$ cat src/logic/sector_guard_defs.svh
// constants for the sector password protection block
// Contract
// - guard byte: lock, policy, key link, zeros
// - four guard bytes per word, lane n mod 4
// - option-flag reads return the guard byte
// - guard bytes reset to zero
// - unlocked open; policy 00 and 01 (the code keys writes under policy 00, reads stay open)
// - policy 10 keyed access; 11 keyed read only
// - key field 00 none, else key 1..3
// - three 32-bit keys at system addresses 1..3
// - key write activates new value when done
// - key rewrite needs that key presented first
// - all keys reset to zero and active
// - lock writes bits 4:1, forces lock bit
// - locked sector refuses lock with error
// - good key grants rights until next presentation
// - bad key revokes all granted rights
// - i2c reads of guard area always allowed
// - i2c guard writes need i2c key shown
// - i2c guard write resets sector rf rights
`ifndef SECTOR_GUARD_DEFS_SVH
`define SECTOR_GUARD_DEFS_SVH
// geometry
`define SECTOR_COUNT    16
`define KEY_COUNT       3
// guard byte fields
`define GB_LOCK         0
`define GB_POL_HI       2
`define GB_POL_LO       1
`define GB_KEY_HI       4
`define GB_KEY_LO       3
`define GB_LOCK_LO      1
`define GB_USED_MASK    8'h1F
`define GB_RESET        8'h00
// policy and key link codes
`define POL_WR_KEY      2'h0
`define POL_OPEN        2'h1
`define POL_RW_KEY      2'h2
`define POL_RD_KEY      2'h3
`define KEY_NONE        2'h0
`define KEY_RESET       32'h0000_0000
// guard words, i2c byte addresses
`define OFS_GUARD_WORD_0 4'h0
`define OFS_GUARD_WORD_1 4'h4
`define OFS_GUARD_WORD_2 4'h8
`define OFS_GUARD_WORD_3 4'hC
// keys, system block addresses
`define OFS_KEY_ONE     2'h1
`define OFS_KEY_TWO     2'h2
`define OFS_KEY_THREE   2'h3
`endif

$ cat src/logic/sector_guard_pkg.sv
// types shared by the sector password protection block
`include "sector_guard_defs.svh"
package sector_guard_pkg;
	typedef enum logic [2:0] {
		RF_OP_READ   = 3'b000,
		RF_OP_WRITE  = 3'b001,
		RF_OP_LOCK   = 3'b010,
		RF_OP_SHOW   = 3'b011,
		RF_OP_SETKEY = 3'b100
	} rf_op_e;
	typedef logic [7:0] guard_t;
	typedef struct packed {
		logic       valid;
		rf_op_e     op;
		logic [3:0] sector;
		logic [1:0] key_sel;
		logic       option;
		logic [31:0] data;
		logic [3:0] lock_bits;
	} rf_req_s;
	typedef struct packed {
		logic   valid;
		logic   grant;
		logic   err;
		guard_t guard;
	} rf_rsp_s;
	typedef struct packed {
		logic       valid;
		logic       write;
		logic       upper_cs;
		logic [3:0] addr;
		guard_t     wdata;
		logic       key_ok;
	} i2c_req_s;
	typedef struct packed {
		logic   valid;
		logic   err;
		guard_t rdata;
	} i2c_rsp_s;
	typedef struct packed {
		guard_t [`SECTOR_COUNT-1:0]     guard;
		logic [`KEY_COUNT-1:0][31:0]    key;
		logic [1:0]                     shown;
		logic [`SECTOR_COUNT-1:0]       revoked;
		rf_rsp_s                        rf_rsp;
		i2c_rsp_s                       i2c_rsp;
	} core_s;
endpackage

$ cat src/logic/sector_password_protection.sv
// per-sector access control against rf and i2c requests
`timescale 1ns/1ns
`include "sector_guard_defs.svh"
module sector_password_protection
	import sector_guard_pkg::*;
(
	// clock and reset
	input  wire logic     MCLK,
	input  wire logic     RST_N,
	// rf command side
	input  wire rf_req_s  RF_REQ,
	output      rf_rsp_s  RF_RSP,
	// i2c guard area side
	input  wire i2c_req_s I2C_REQ,
	output      i2c_rsp_s I2C_RSP
);

	////////////////////////////////////////////////////////////////
	// helpers

	// true when the sector's linked key is currently in force
	function automatic logic key_held(
		input guard_t     g,
		input logic [1:0] shown,
		input logic       revoked
	);
		logic [1:0] link;
		link = g[`GB_KEY_HI:`GB_KEY_LO];
		// key field 00 never counts as presented
		key_held = (link != `KEY_NONE) && (link == shown) && !revoked;
	endfunction

	// decides one rf access from the guard byte
	function automatic logic may_access(
		input guard_t g,
		input logic   held,
		input logic   wr
	);
		logic [1:0] pol;
		pol = g[`GB_POL_HI:`GB_POL_LO];
		may_access = 1'b0;
		if (!g[`GB_LOCK]) begin
			// unlocked sector: open both ways
			may_access = 1'b1;
		end else begin
			case (pol)
				// reads open, writes keyed
				`POL_WR_KEY: may_access = wr ? held : 1'b1;
				// fully open while locked
				`POL_OPEN:   may_access = 1'b1;
				// keyed both ways
				`POL_RW_KEY: may_access = held;
				// keyed read, never a write
				`POL_RD_KEY: may_access = wr ? 1'b0 : held;
				default:     may_access = 1'b0;
			endcase
		end
	endfunction

	// maps a key select code to its store slot
	function automatic logic [1:0] key_slot(
		input logic [1:0] sel
	);
		// codes 1..3 are slots 0..2
		key_slot = 2'(sel - `OFS_KEY_ONE);
	endfunction

	////////////////////////////////////////////////////////////////
	// state

	core_s core_ff;     // every flop of the block
	core_s nxt_core;    // its next value

	// rf request decode
	guard_t     rf_g;       // guard byte of the addressed sector
	logic       rf_held;    // linked key is in force
	logic       rf_ok;      // read or write allowed
	logic [1:0] rf_slot;    // key store slot named
	logic       sel_valid;  // key select is 1..3

	// i2c request decode
	logic       i2c_hit;    // request aimed at the guard area

	////////////////////////////////////////////////////////////////
	// request decode

	always_comb begin
		rf_g = core_ff.guard[RF_REQ.sector];
		rf_held = key_held(rf_g, core_ff.shown,
			core_ff.revoked[RF_REQ.sector]);
		// write ops ask for write rights, all others read
		rf_ok = may_access(rf_g, rf_held,
			RF_REQ.op == RF_OP_WRITE);
		rf_slot = key_slot(RF_REQ.key_sel);
		sel_valid = RF_REQ.key_sel != `KEY_NONE;
		// the master must raise the upper chip-select bit
		i2c_hit = I2C_REQ.valid && I2C_REQ.upper_cs;
	end

	////////////////////////////////////////////////////////////////
	// next state

	always_comb begin
		nxt_core = core_ff;
		// answers are one-cycle pulses
		nxt_core.rf_rsp = '0;
		nxt_core.i2c_rsp = '0;

		// rf command handling
		if (RF_REQ.valid) begin
			nxt_core.rf_rsp.valid = 1'b1;
			case (RF_REQ.op)
				RF_OP_READ: begin
					if (rf_ok) begin
						nxt_core.rf_rsp.grant = 1'b1;
						// guard byte rides along on option reads
						if (RF_REQ.option) begin
							nxt_core.rf_rsp.guard = rf_g;
						end
					end else begin
						// denied read: error, memory untouched
						nxt_core.rf_rsp.err = 1'b1;
					end
				end
				RF_OP_WRITE: begin
					if (rf_ok) begin
						nxt_core.rf_rsp.grant = 1'b1;
					end else begin
						// denied write: error, memory untouched
						nxt_core.rf_rsp.err = 1'b1;
					end
				end
				RF_OP_LOCK: begin
					if (rf_g[`GB_LOCK]) begin
						// a locked sector keeps its settings
						nxt_core.rf_rsp.err = 1'b1;
					end else begin
						// bits 4:1 from the command, lock forced
						nxt_core.guard[RF_REQ.sector]
							[`GB_KEY_HI:`GB_LOCK_LO] = RF_REQ.lock_bits;
						nxt_core.guard[RF_REQ.sector][`GB_LOCK] = 1'b1;
						nxt_core.rf_rsp.grant = 1'b1;
					end
				end
				RF_OP_SHOW: begin
					if (sel_valid
						&& RF_REQ.data == core_ff.key[rf_slot]) begin
						// good key: rights hold until next show
						nxt_core.shown = RF_REQ.key_sel;
						nxt_core.revoked = '0;
						nxt_core.rf_rsp.grant = 1'b1;
					end else begin
						// bad key drops every granted right
						nxt_core.shown = `KEY_NONE;
						nxt_core.rf_rsp.err = 1'b1;
					end
				end
				RF_OP_SETKEY: begin
					// only the key in force may be replaced
					if (sel_valid
						&& core_ff.shown == RF_REQ.key_sel) begin
						// new value is live from the next cycle
						nxt_core.key[rf_slot] = RF_REQ.data;
						nxt_core.rf_rsp.grant = 1'b1;
					end else begin
						nxt_core.rf_rsp.err = 1'b1;
					end
				end
				default: begin
					// unknown opcode is refused
					nxt_core.rf_rsp.err = 1'b1;
				end
			endcase
		end

		// i2c guard area handling; runs after rf so that an i2c
		// write in the same cycle as an rf lock has the last word
		if (i2c_hit) begin
			nxt_core.i2c_rsp.valid = 1'b1;
			if (!I2C_REQ.write) begin
				// reads need no key; byte n is sector n
				nxt_core.i2c_rsp.rdata =
					nxt_core.guard[I2C_REQ.addr];
			end else if (I2C_REQ.key_ok) begin
				// stored with bits 7:5 forced to zero
				nxt_core.guard[I2C_REQ.addr] =
					I2C_REQ.wdata & `GB_USED_MASK;
				// sector drops its rf rights at once
				nxt_core.revoked[I2C_REQ.addr] = 1'b1;
			end else begin
				// write without the i2c key is refused
				nxt_core.i2c_rsp.err = 1'b1;
			end
		end
	end

	////////////////////////////////////////////////////////////////
	// register stage

	// all state in one register; outputs come straight from it
	always_ff @(posedge MCLK or negedge RST_N) begin
		if (!RST_N) begin
			// guard bytes start cleared: all open
			core_ff.guard <= {`SECTOR_COUNT{`GB_RESET}};
			// keys start at zero and are active
			core_ff.key <= {`KEY_COUNT{`KEY_RESET}};
			// nothing presented after power-up
			core_ff.shown <= `KEY_NONE;
			core_ff.revoked <= '0;
			core_ff.rf_rsp <= '0;
			core_ff.i2c_rsp <= '0;
		end else begin
			core_ff <= nxt_core;
		end
	end

	////////////////////////////////////////////////////////////////
	// outputs

	// the guard bytes live in words at 0,4,8,12 (lane n mod 4);
	// the key store is not readable from either side by design
	assign RF_RSP = core_ff.rf_rsp;
	assign I2C_RSP = core_ff.i2c_rsp;

endmodule

$ cat config.mk
export PLATFORM = sky130hd
export DESIGN_NAME = sector_password_protection
export DESIGN_NICKNAME = d
export VERILOG_FILES = /design/src/logic/sector_guard_pkg.sv /design/src/logic/sector_password_protection.sv
export VERILOG_INCLUDE_DIRS = /design/src /design/src/logic
export SDC_FILE = /design/constraint.sdc
export NUM_CORES = 1
export LEC_CHECK = 0
export BUFFER_PORTS_ARGS = -buffer_cell sky130_fd_sc_hd__buf_2
export CAP_MARGIN = 20
export CORE_UTILIZATION = 35
export DETAILED_ROUTE_END_ITERATION = 10
export PLACE_DENSITY = 0.53
export RECOVER_POWER = 25
export REMOVE_ABC_BUFFERS = 1
export SLEW_MARGIN = 20
export SYNTH_ARGS = -nofsm -noshare
export SYNTH_HDL_FRONTEND = slang
export SYNTH_SLANG_ARGS = --single-unit
$ cat constraint.sdc
create_clock -name MCLK -period 3 [get_ports MCLK]
set_input_delay 0.6 -clock MCLK [delete_from_list [all_inputs] [get_ports MCLK]]
set_output_delay 0.6 -clock MCLK [all_outputs]
set_load 0.02 [all_outputs]
Yosys cells after proc, flatten, opt, wreduce, memory -nomap -nowiden
Index checks and enable logic that the tools add are counted.
Word-level totals
  input bits: 65
  bits in writable memories: 0
  bits in latches: 0
  logic and storage cells: 119
  register bits after elaboration: 263
  memories kept: 0
  bits in read-only memories: 0
Cells by class
  divide/modulo/power cells: 0
  magnitude comparators: 6
  shift operators: 0
  reductions and logical operators: 16
  multiply operators: 0
  equality and inequality tests: 10
  bitwise gates (word level): 2
  mux-type cells: 56
  add/sub/neg operators: 1
Operators by type and width (number)
  2-to-1 mux 128 bit: 5
  bitwise mux 128 bit: 2
  2-to-1 mux 253 bit: 1
  2-to-1 mux 96 bit: 2
  OR 128 bit: 1
  bitwise mux 96 bit: 1
  demux 8 bit (select 4 bit): 3
  binary-select mux 32 bit (select 2 bit): 1
  binary-select mux 8 bit (select 4 bit): 2
  demux 32 bit (select 2 bit): 1
  2-to-1 mux 16 bit: 4
  2-to-1 mux 32 bit: 2
  2-to-1 mux 8 bit: 7
  == test 32 bit: 1
  2-to-1 mux 18 bit: 1
  2-to-1 mux 1 bit: 16
  OR 16 bit: 1
  case mux 1 bit (4 select lines): 3
  < comparator 4 x 5 -> 1 bit (second input constant): 2
  2-to-1 mux 10 bit: 1
  >= comparator 4 x 1 -> 1 bit (second input constant): 2
  logical AND 1 bit: 8
  == test 3 x 2 -> 1 bit (second input constant): 2
  2-to-1 mux 5 bit: 1
  18 further kinds: 21

Longest topological paths before layout
Gate-level depths: netlist of run 1.
  depth after elaboration: 15
  mapped depth: 16

Worst setup path before layout of run 1
Ideal clock, no wire load.
  path kind: input to register
  start: input port RF_REQ[37] (netlist bit)
  end: register core_ff[24] (netlist bit)
  data required time: 2867 ps
  stages: 13
  setup slack: -465 ps
  arrival time: 3332 ps
  path buffers: 4
  cell sequence: inv_1 -> clkbuf_1 -> ha_1 -> buf_6 -> buf_6 -> mux2i_1 -> o2bb2ai_1 -> and2_1 -> or4_1 -> or3_1 -> nor4_4 -> buf_6 -> o21ai_2
RTL lines
  start: declaration: RTL line sector_password_protection.sv:11  | input wire rf_req_s RF_REQ,
  end signal: assignment: RTL line sector_password_protection.sv:213  | core_ff <= nxt_core;
  end: declaration: RTL line sector_password_protection.sv:71  | core_s core_ff;

==> results of run 1 <==
==> cell usage after synthesis, types with 5 or more instances <==
library cell,number,area share (%)
a21oi_1,97,4.0
a221oi_1,8,0.58
a22oi_1,10,0.62
and2_1,6,0.31
and3_1,7,0.36
buf_1,8,0.25
buf_2,19,0.79
buf_4,26,1.6
buf_6,5,0.47
clkbuf_1,52,1.6
dfrtp_1,211,44
inv_1,34,1.1
mux2_2,99,9.2
mux2i_1,116,9.6
mux4_2,32,6.0
nand2_1,53,1.6
nand3_1,13,0.54
nand4_1,21,1.1
nor2_1,113,3.5
nor2b_1,30,1.6
nor3_1,8,0.33
o21ai_0,38,1.6
o21ai_2,10,0.73
o22ai_1,18,0.93
xnor2_1,12,0.87
xor2_1,14,1.0
==> final cells by class <==
class	count	area, um2
fillers	3322	19500
multi-input cells	789	6140
flip-flops and latches	211	5280
repair buffers	175	1210
clock buffers	39	751
well taps	448	561
clock inverters	8	134
inverters	34	128
==> where the power goes <==
group          switching, W  total [W]  internal [W]  leakage [nW]
clock               0.00129    0.00328       0.00199         0.433
sequential         0.000179    0.00333       0.00316          2.74
combinational      0.000787    0.00149      0.000707          3.62
==> worst reg2reg max path, stage by stage, from the launching register on <==
cell and delay, ps:
dfrtp_1 380, mux2_2 270, o22ai_1 150, a31oi_1 100, or4_1 500, or3_1 370
nor4_4 210, buf_12 210, o21ai_0 100
==> state kept, by name, summed over array words and instances, names as in the netlist <==
signal   flops
RF_RSP       9
I2C_RSP      8
core_ff    194
==> cell families after synthesis <==
group           after synthesis  synth area share [%]
compound gates              224                  11.5
xor+xnor                     26                  1.89
fa+ha+maj                     4                 0.415
buf+inv                     144                  5.79
flops                       211                  43.7
mux                         249                  25.0
other cells                   1                0.0311
simple gates                284                  11.6
==> routing by layer <==
metal,routed length [um],part of all wire (%),GRT usage [%],up-vias
met1,15700,46,26.7,4510
met4,872,2.5,5.66,2
li1,-,-,-,4290
met3,1720,5.0,2.94,63
met2,16200,47,32.3,205
met5,8,0.023,0,-
==> stage by stage <==
step / power [W] / instance area, um2 / hold WS (ps) / util (%)
floorplan: 0.00419 / 11500 / 304 / -
global placement: 0.00484 / 13300 / 464 / 39.5
detailed placement: 0.00487 / 13300 / 469 / 39.5
CTS: 0.00818 / 14200 / 204 / 42.1
global route: 0.00846 / 14200 / 207 / 42.1
finish: 0.00811 / 14200 / 222 / 42.1
==> final timing paths <==
path	depth (start not counted)	to	start	slack, ps
worst max-delay path	12	core_ff[30]$_DFF_PN0_	RF_REQ[37]	190
worst min-delay path	2	I2C_RSP[8]$_DFF_PN0_	I2C_REQ[0]	220
worst max register to register	8	core_ff[30]$_DFF_PN0_	core_ff[106]$_DFFE_PN0P_	570
worst min register to register	2	core_ff[42]$_DFFE_PN0P_	core_ff[42]$_DFFE_PN0P_	480
max in group asynchronous	3	core_ff[144]$_DFF_PN0_	RST_N	460
min in group asynchronous	2	core_ff[73]$_DFFE_PN0P_	RST_N	910
==> repair_timing <==
item,in CTS,in global routing
hold endpoints to repair,50,0
endpoints found under the setup margin,0,12
hold buffers,1,0
gates resized for setup,0,6
==> impl_metrics.ini, run 1 <==
[run_status]
outcome = completed

[worst_setup_path]
cpMostUsedCell = buf_12
crit_buf_inv = 4
worstPathMaxFanout = 18
crit_path_top_delay_cell = or4_1
worstPathRequired_ps = 3400
crit_chain = buf_2 > inv_1 > ha_4 > buf_12 > nor2b_2 > o2bb2ai_1 > and2_1 > or4_1 > or3_1 > nor4_4 > buf_12 > o21ai_0
end_kind = flop
critical_path.top_delay_family = simple AND/OR/NAND/NOR gates
cp.arrival_ps = 3210
criticalPathCategory = in2reg
crit_path_start_kind = input port
critPathMaxStageDelay_ps = 510

[clock_network]
clk_latency_ps = 550
cts_tree = built
ctsHtreeMaxLevel = 1
root_buffer = clkbuf_16
cts_num_sinks = 211
clk_pin_slew_ps = 60
ctsLongestPathBuffers = 3
cts_setup_buffers = 0
cts_buffers = 27

[placed_design]
io_buffers = 82
place_inst = 1656
place_hpwl_mm = 24.6
place_ws_ps = -472
gp_congestion = 0.837

[global_route]
grt_max_degree = 68
grt_usage_pct = 19.6
grt_pass1_wl_mm = 54.0
antenna_found_initial = 1
overflow = 0
grt_pass1_vias = 9292

[yosys]
ys_warn_count = 0
syn_area_per_cell_um2 = 10.6
synth-seq-cells = 211
syn_area_um2 = 12100
synth-edff-count = 0
ys_types = 65
synth_top_flop_cell = dfrtp_1
ys_seq_area_share_pct = 43.7
netlist_instances = 1143
async_reset_ff_share_pct = 100

[routing]
wl_mm = 34.5
routed-via-count = 9070
wire_per_inst_um = 20.3
vias_per_cell = 5.32
dr.pass1.iters = 5
drc_errors = 0
drt_iter0_drc = 542
ant_nets = 0

[power]
power.density_nw_per_um2 = 571
total_leakage_power_nw = 6.79
ir_worst_vdd_mv = 0.368

[sta]
worst_pin_slew_ps = 1410
hold_viol = 0
clock.fmax_mhz = 355
fin_crit_ps = 2810
rsz0062_at_grt = no
finalClockSkew_ps = 12.5
relSlewSlack_pct = 6.16
setup_tns_ps = 0
setup_viol = 0
drv_slew = 0
fin_ws_ps = 185
fin_crit_sh_pct = 93.8

[final_layout]
layout.nets = 1307
areaGrowthSynthToFinish_pct = 17.6
n_antenna_cell = 0
drive_above_1_share_pct = 29.2
final_cell_mix = 211 x dfrtp_1, 115 x mux2i_1, 113 x nor2_1, 99 x mux2_2, 97 x a21oi_1
layout.cells.non_filler = 1704
layout_commonest_cell = dfrtp_1

[floorplan]
core_area_um2 = 33700
dieWidth_um = 188
num_rows = 67
io_pins = 86
die_h_um = 188
die-area_um2 = 35200
initial_core_util_pct = 35.8

[run]
cap_viol_max_count = 0

[min_path]
hp-class = in2reg
(Power assumes the default switching activity.)
==> run 2, diff against run 1 <==
- CORE_UTILIZATION: 35 -> 45
- PLACE_DENSITY: 0.53 -> 0.64
==> impl_metrics.ini, run 2 (same netlist as run 1, synthesis figures left out) <==
[placed_design]
place_hpwl_mm = 22.6
io_buffers = 82
gp_congestion = 0.892
place_ws_ps = -392
post_dp_cell_area_um2 = 13100

[clock_network]
cts_num_sinks = 211
ctsHtreeMaxLevel = 1
clk_pin_slew_ps = 50
ctsLongestPathBuffers = 3
clk_latency_ps = 530
cts_buffers = 26
root_buffer = clkbuf_16
cts_tree = built

[global_route]
antenna_found_initial = 0
grt_pass1_vias = 9190
grt_usage_pct = 23.6
overflow = 0
grt_pass1_wl_mm = 51.4
grt_max_degree = 72

[routing]
dr.pass1.iters = 8
drt_iter0_drc = 784
vias_per_cell = 5.87
ant_nets = 0
wl_mm = 32.4
drc_errors = 6
routed-via-count = 9259
wire_per_inst_um = 20.6

[worst_setup_path]
crit_path_start_kind = input port
critPathMaxStageDelay_ps = 530
r2r_end = core_ff[26]$_DFF_PN0_
reg2reg_depth = 9
timing.rr.start = core_ff[42]$_DFFE_PN0P_
crit_buf_inv = 5
r2r_setup_slack_ps = 450
cp.arrival_ps = 3300
crit_path_top_delay_cell = or4_4
end_kind = flop
worstPathRequired_ps = 3380
critical_path.top_delay_family = simple AND/OR/NAND/NOR gates
crit_chain = buf_2 > inv_2 > ha_4 > buf_12 > mux2_2 > o22ai_2 > a31oi_2 > or4_4 > or3_4 > nor4_4 > buf_4 > clkbuf_16 > o21ai_2
criticalPathCategory = in2reg
worstPathMaxFanout = 9

[sta]
relSlewSlack_pct = -22.0
worst_pin_slew_ps = 1830
clock.fmax_mhz = 343
holdWs_ps = 252
setup_viol = 0
fin_ws_ps = 80.5
fin_crit_ps = 2920
drv_slew = 71
finalClockSkew_ps = 13.8
hold_viol = 0
fin_crit_sh_pct = 97.3

[floorplan]
initial_core_util_pct = 46.1
dieWidth_um = 166
die-area_um2 = 27500
die_h_um = 166
io_pins = 86
num_rows = 59
core_area_um2 = 26200

[power]
p_clk_share_pct = 39.1
total_leakage_power_nw = 6.73
power.density_nw_per_um2 = 564
p_seq_share_pct = 42.4
ir_worst_vdd_mv = 0.347
p_int_w = 0.00573
p_switching_w = 0.00214
power_switching_share_pct = 27.2
p_comb_share_pct = 18.6

[final_layout]
areaGrowthSynthToFinish_pct = 15.6
final_cell_mix = 211 x dfrtp_1, 116 x mux2i_1, 113 x nor2_1, 99 x mux2_2, 97 x a21oi_1
top_register = core_ff
drive_above_1_share_pct = 28.6
largest_register_ffs = 194
n_antenna_cell = 0
final_core_util_pct = 53.2
layout_commonest_cell = dfrtp_1
fillers = 2315
layout.nets = 1295
multi_input_area_um2 = 6130
register_area_um2 = 5280
final_cell_area_um2 = 14000

[min_path]
hp-class = in2reg
holdPathStages = 2
min_to = I2C_RSP[8]$_DFF_PN0_
min_from = I2C_REQ[0]

[run_status]
violations = DRC, capacitance limit, slew limit
outcome = complete, but fails checks

[run]
cap_viol_max_count = 1
run 2: final cells by class:
type                            count  area share (%)
Tap cell                          335            3.00
Inverter                           34           0.915
Clock buffer                       41            5.72
Multi-Input combinational cell    789            44.0
Sequential cell                   211            37.8
Clock inverter                      3           0.287
Timing Repair Buffer              164            8.28
run 2: worst register-to-register path: cells and delay by family (launching register included):
family                 cells  cell delay [ps]
and+or+nand+nor            3             1090
buffers and inverters      2              350
muxes                      1              300
DFF                        1              380
AOI/OAI and AO/OA          3              290
run 2: through the flow:
stage | TNS [ps] | power [W] | instances
after detailed placement | -7020 | 0.00482 | 1531
after CTS | 0 | 0.00792 | 1575
after floorplan | -33660 | 0.00419 | 1034
after global routing | -17.3 | 0.00820 | 1577
final | 0 | 0.00787 | 1577
after global placement | -7110 | 0.00479 | 1531
run 2: what timing repair did:
action / CTS / global route
buffers inserted: 0 / 1
endpoints found under the setup margin: 0 / 8
resized for setup: 0 / 7
hold buffers: 0 / 0
run 2: power groups by stage:
stage | combinational (W) | clock [W] | sequential, W
final | 0.00146 | 0.00308 | 0.00334
after global routing | 0.00158 | 0.00325 | 0.00337
after CTS | 0.00145 | 0.00314 | 0.00333
after detailed placement | 0.00144 | 0 | 0.00338
after global placement | 0.00142 | 0 | 0.00337
after floorplan | 0.000860 | 0 | 0.00333
run 2: how the worst max path moves through the flow:
stage	cells after the start	to	slack, ps	from
after floorplan	9	core_ff[37]$_DFFE_PN0P_	-1810	RF_REQ[37]
after global placement	12	core_ff[36]$_DFF_PN0_	-400	RF_REQ[37]
after detailed placement	12	core_ff[30]$_DFF_PN0_	-390	RF_REQ[37]
after CTS	12	core_ff[28]$_DFF_PN0_	140	RF_REQ[37]
after global routing	13	core_ff[36]$_DFF_PN0_	-10	RF_REQ[37]
final	13	core_ff[26]$_DFF_PN0_	80	RF_REQ[37]
run 2: metal layers:
| metal | global-route usage [%] | vias to the layer above | part of all wire, % |
|---|---|---|---|
| li1 | - | 4282 | - |
| met1 | 32.1 | 4604 | 43 |
| met2 | 39.3 | 324 | 48 |
| met3 | 3.77 | 49 | 6.6 |
| met4 | 6.58 | 0 | 1.9 |
| met5 | 0 | - | 0 |
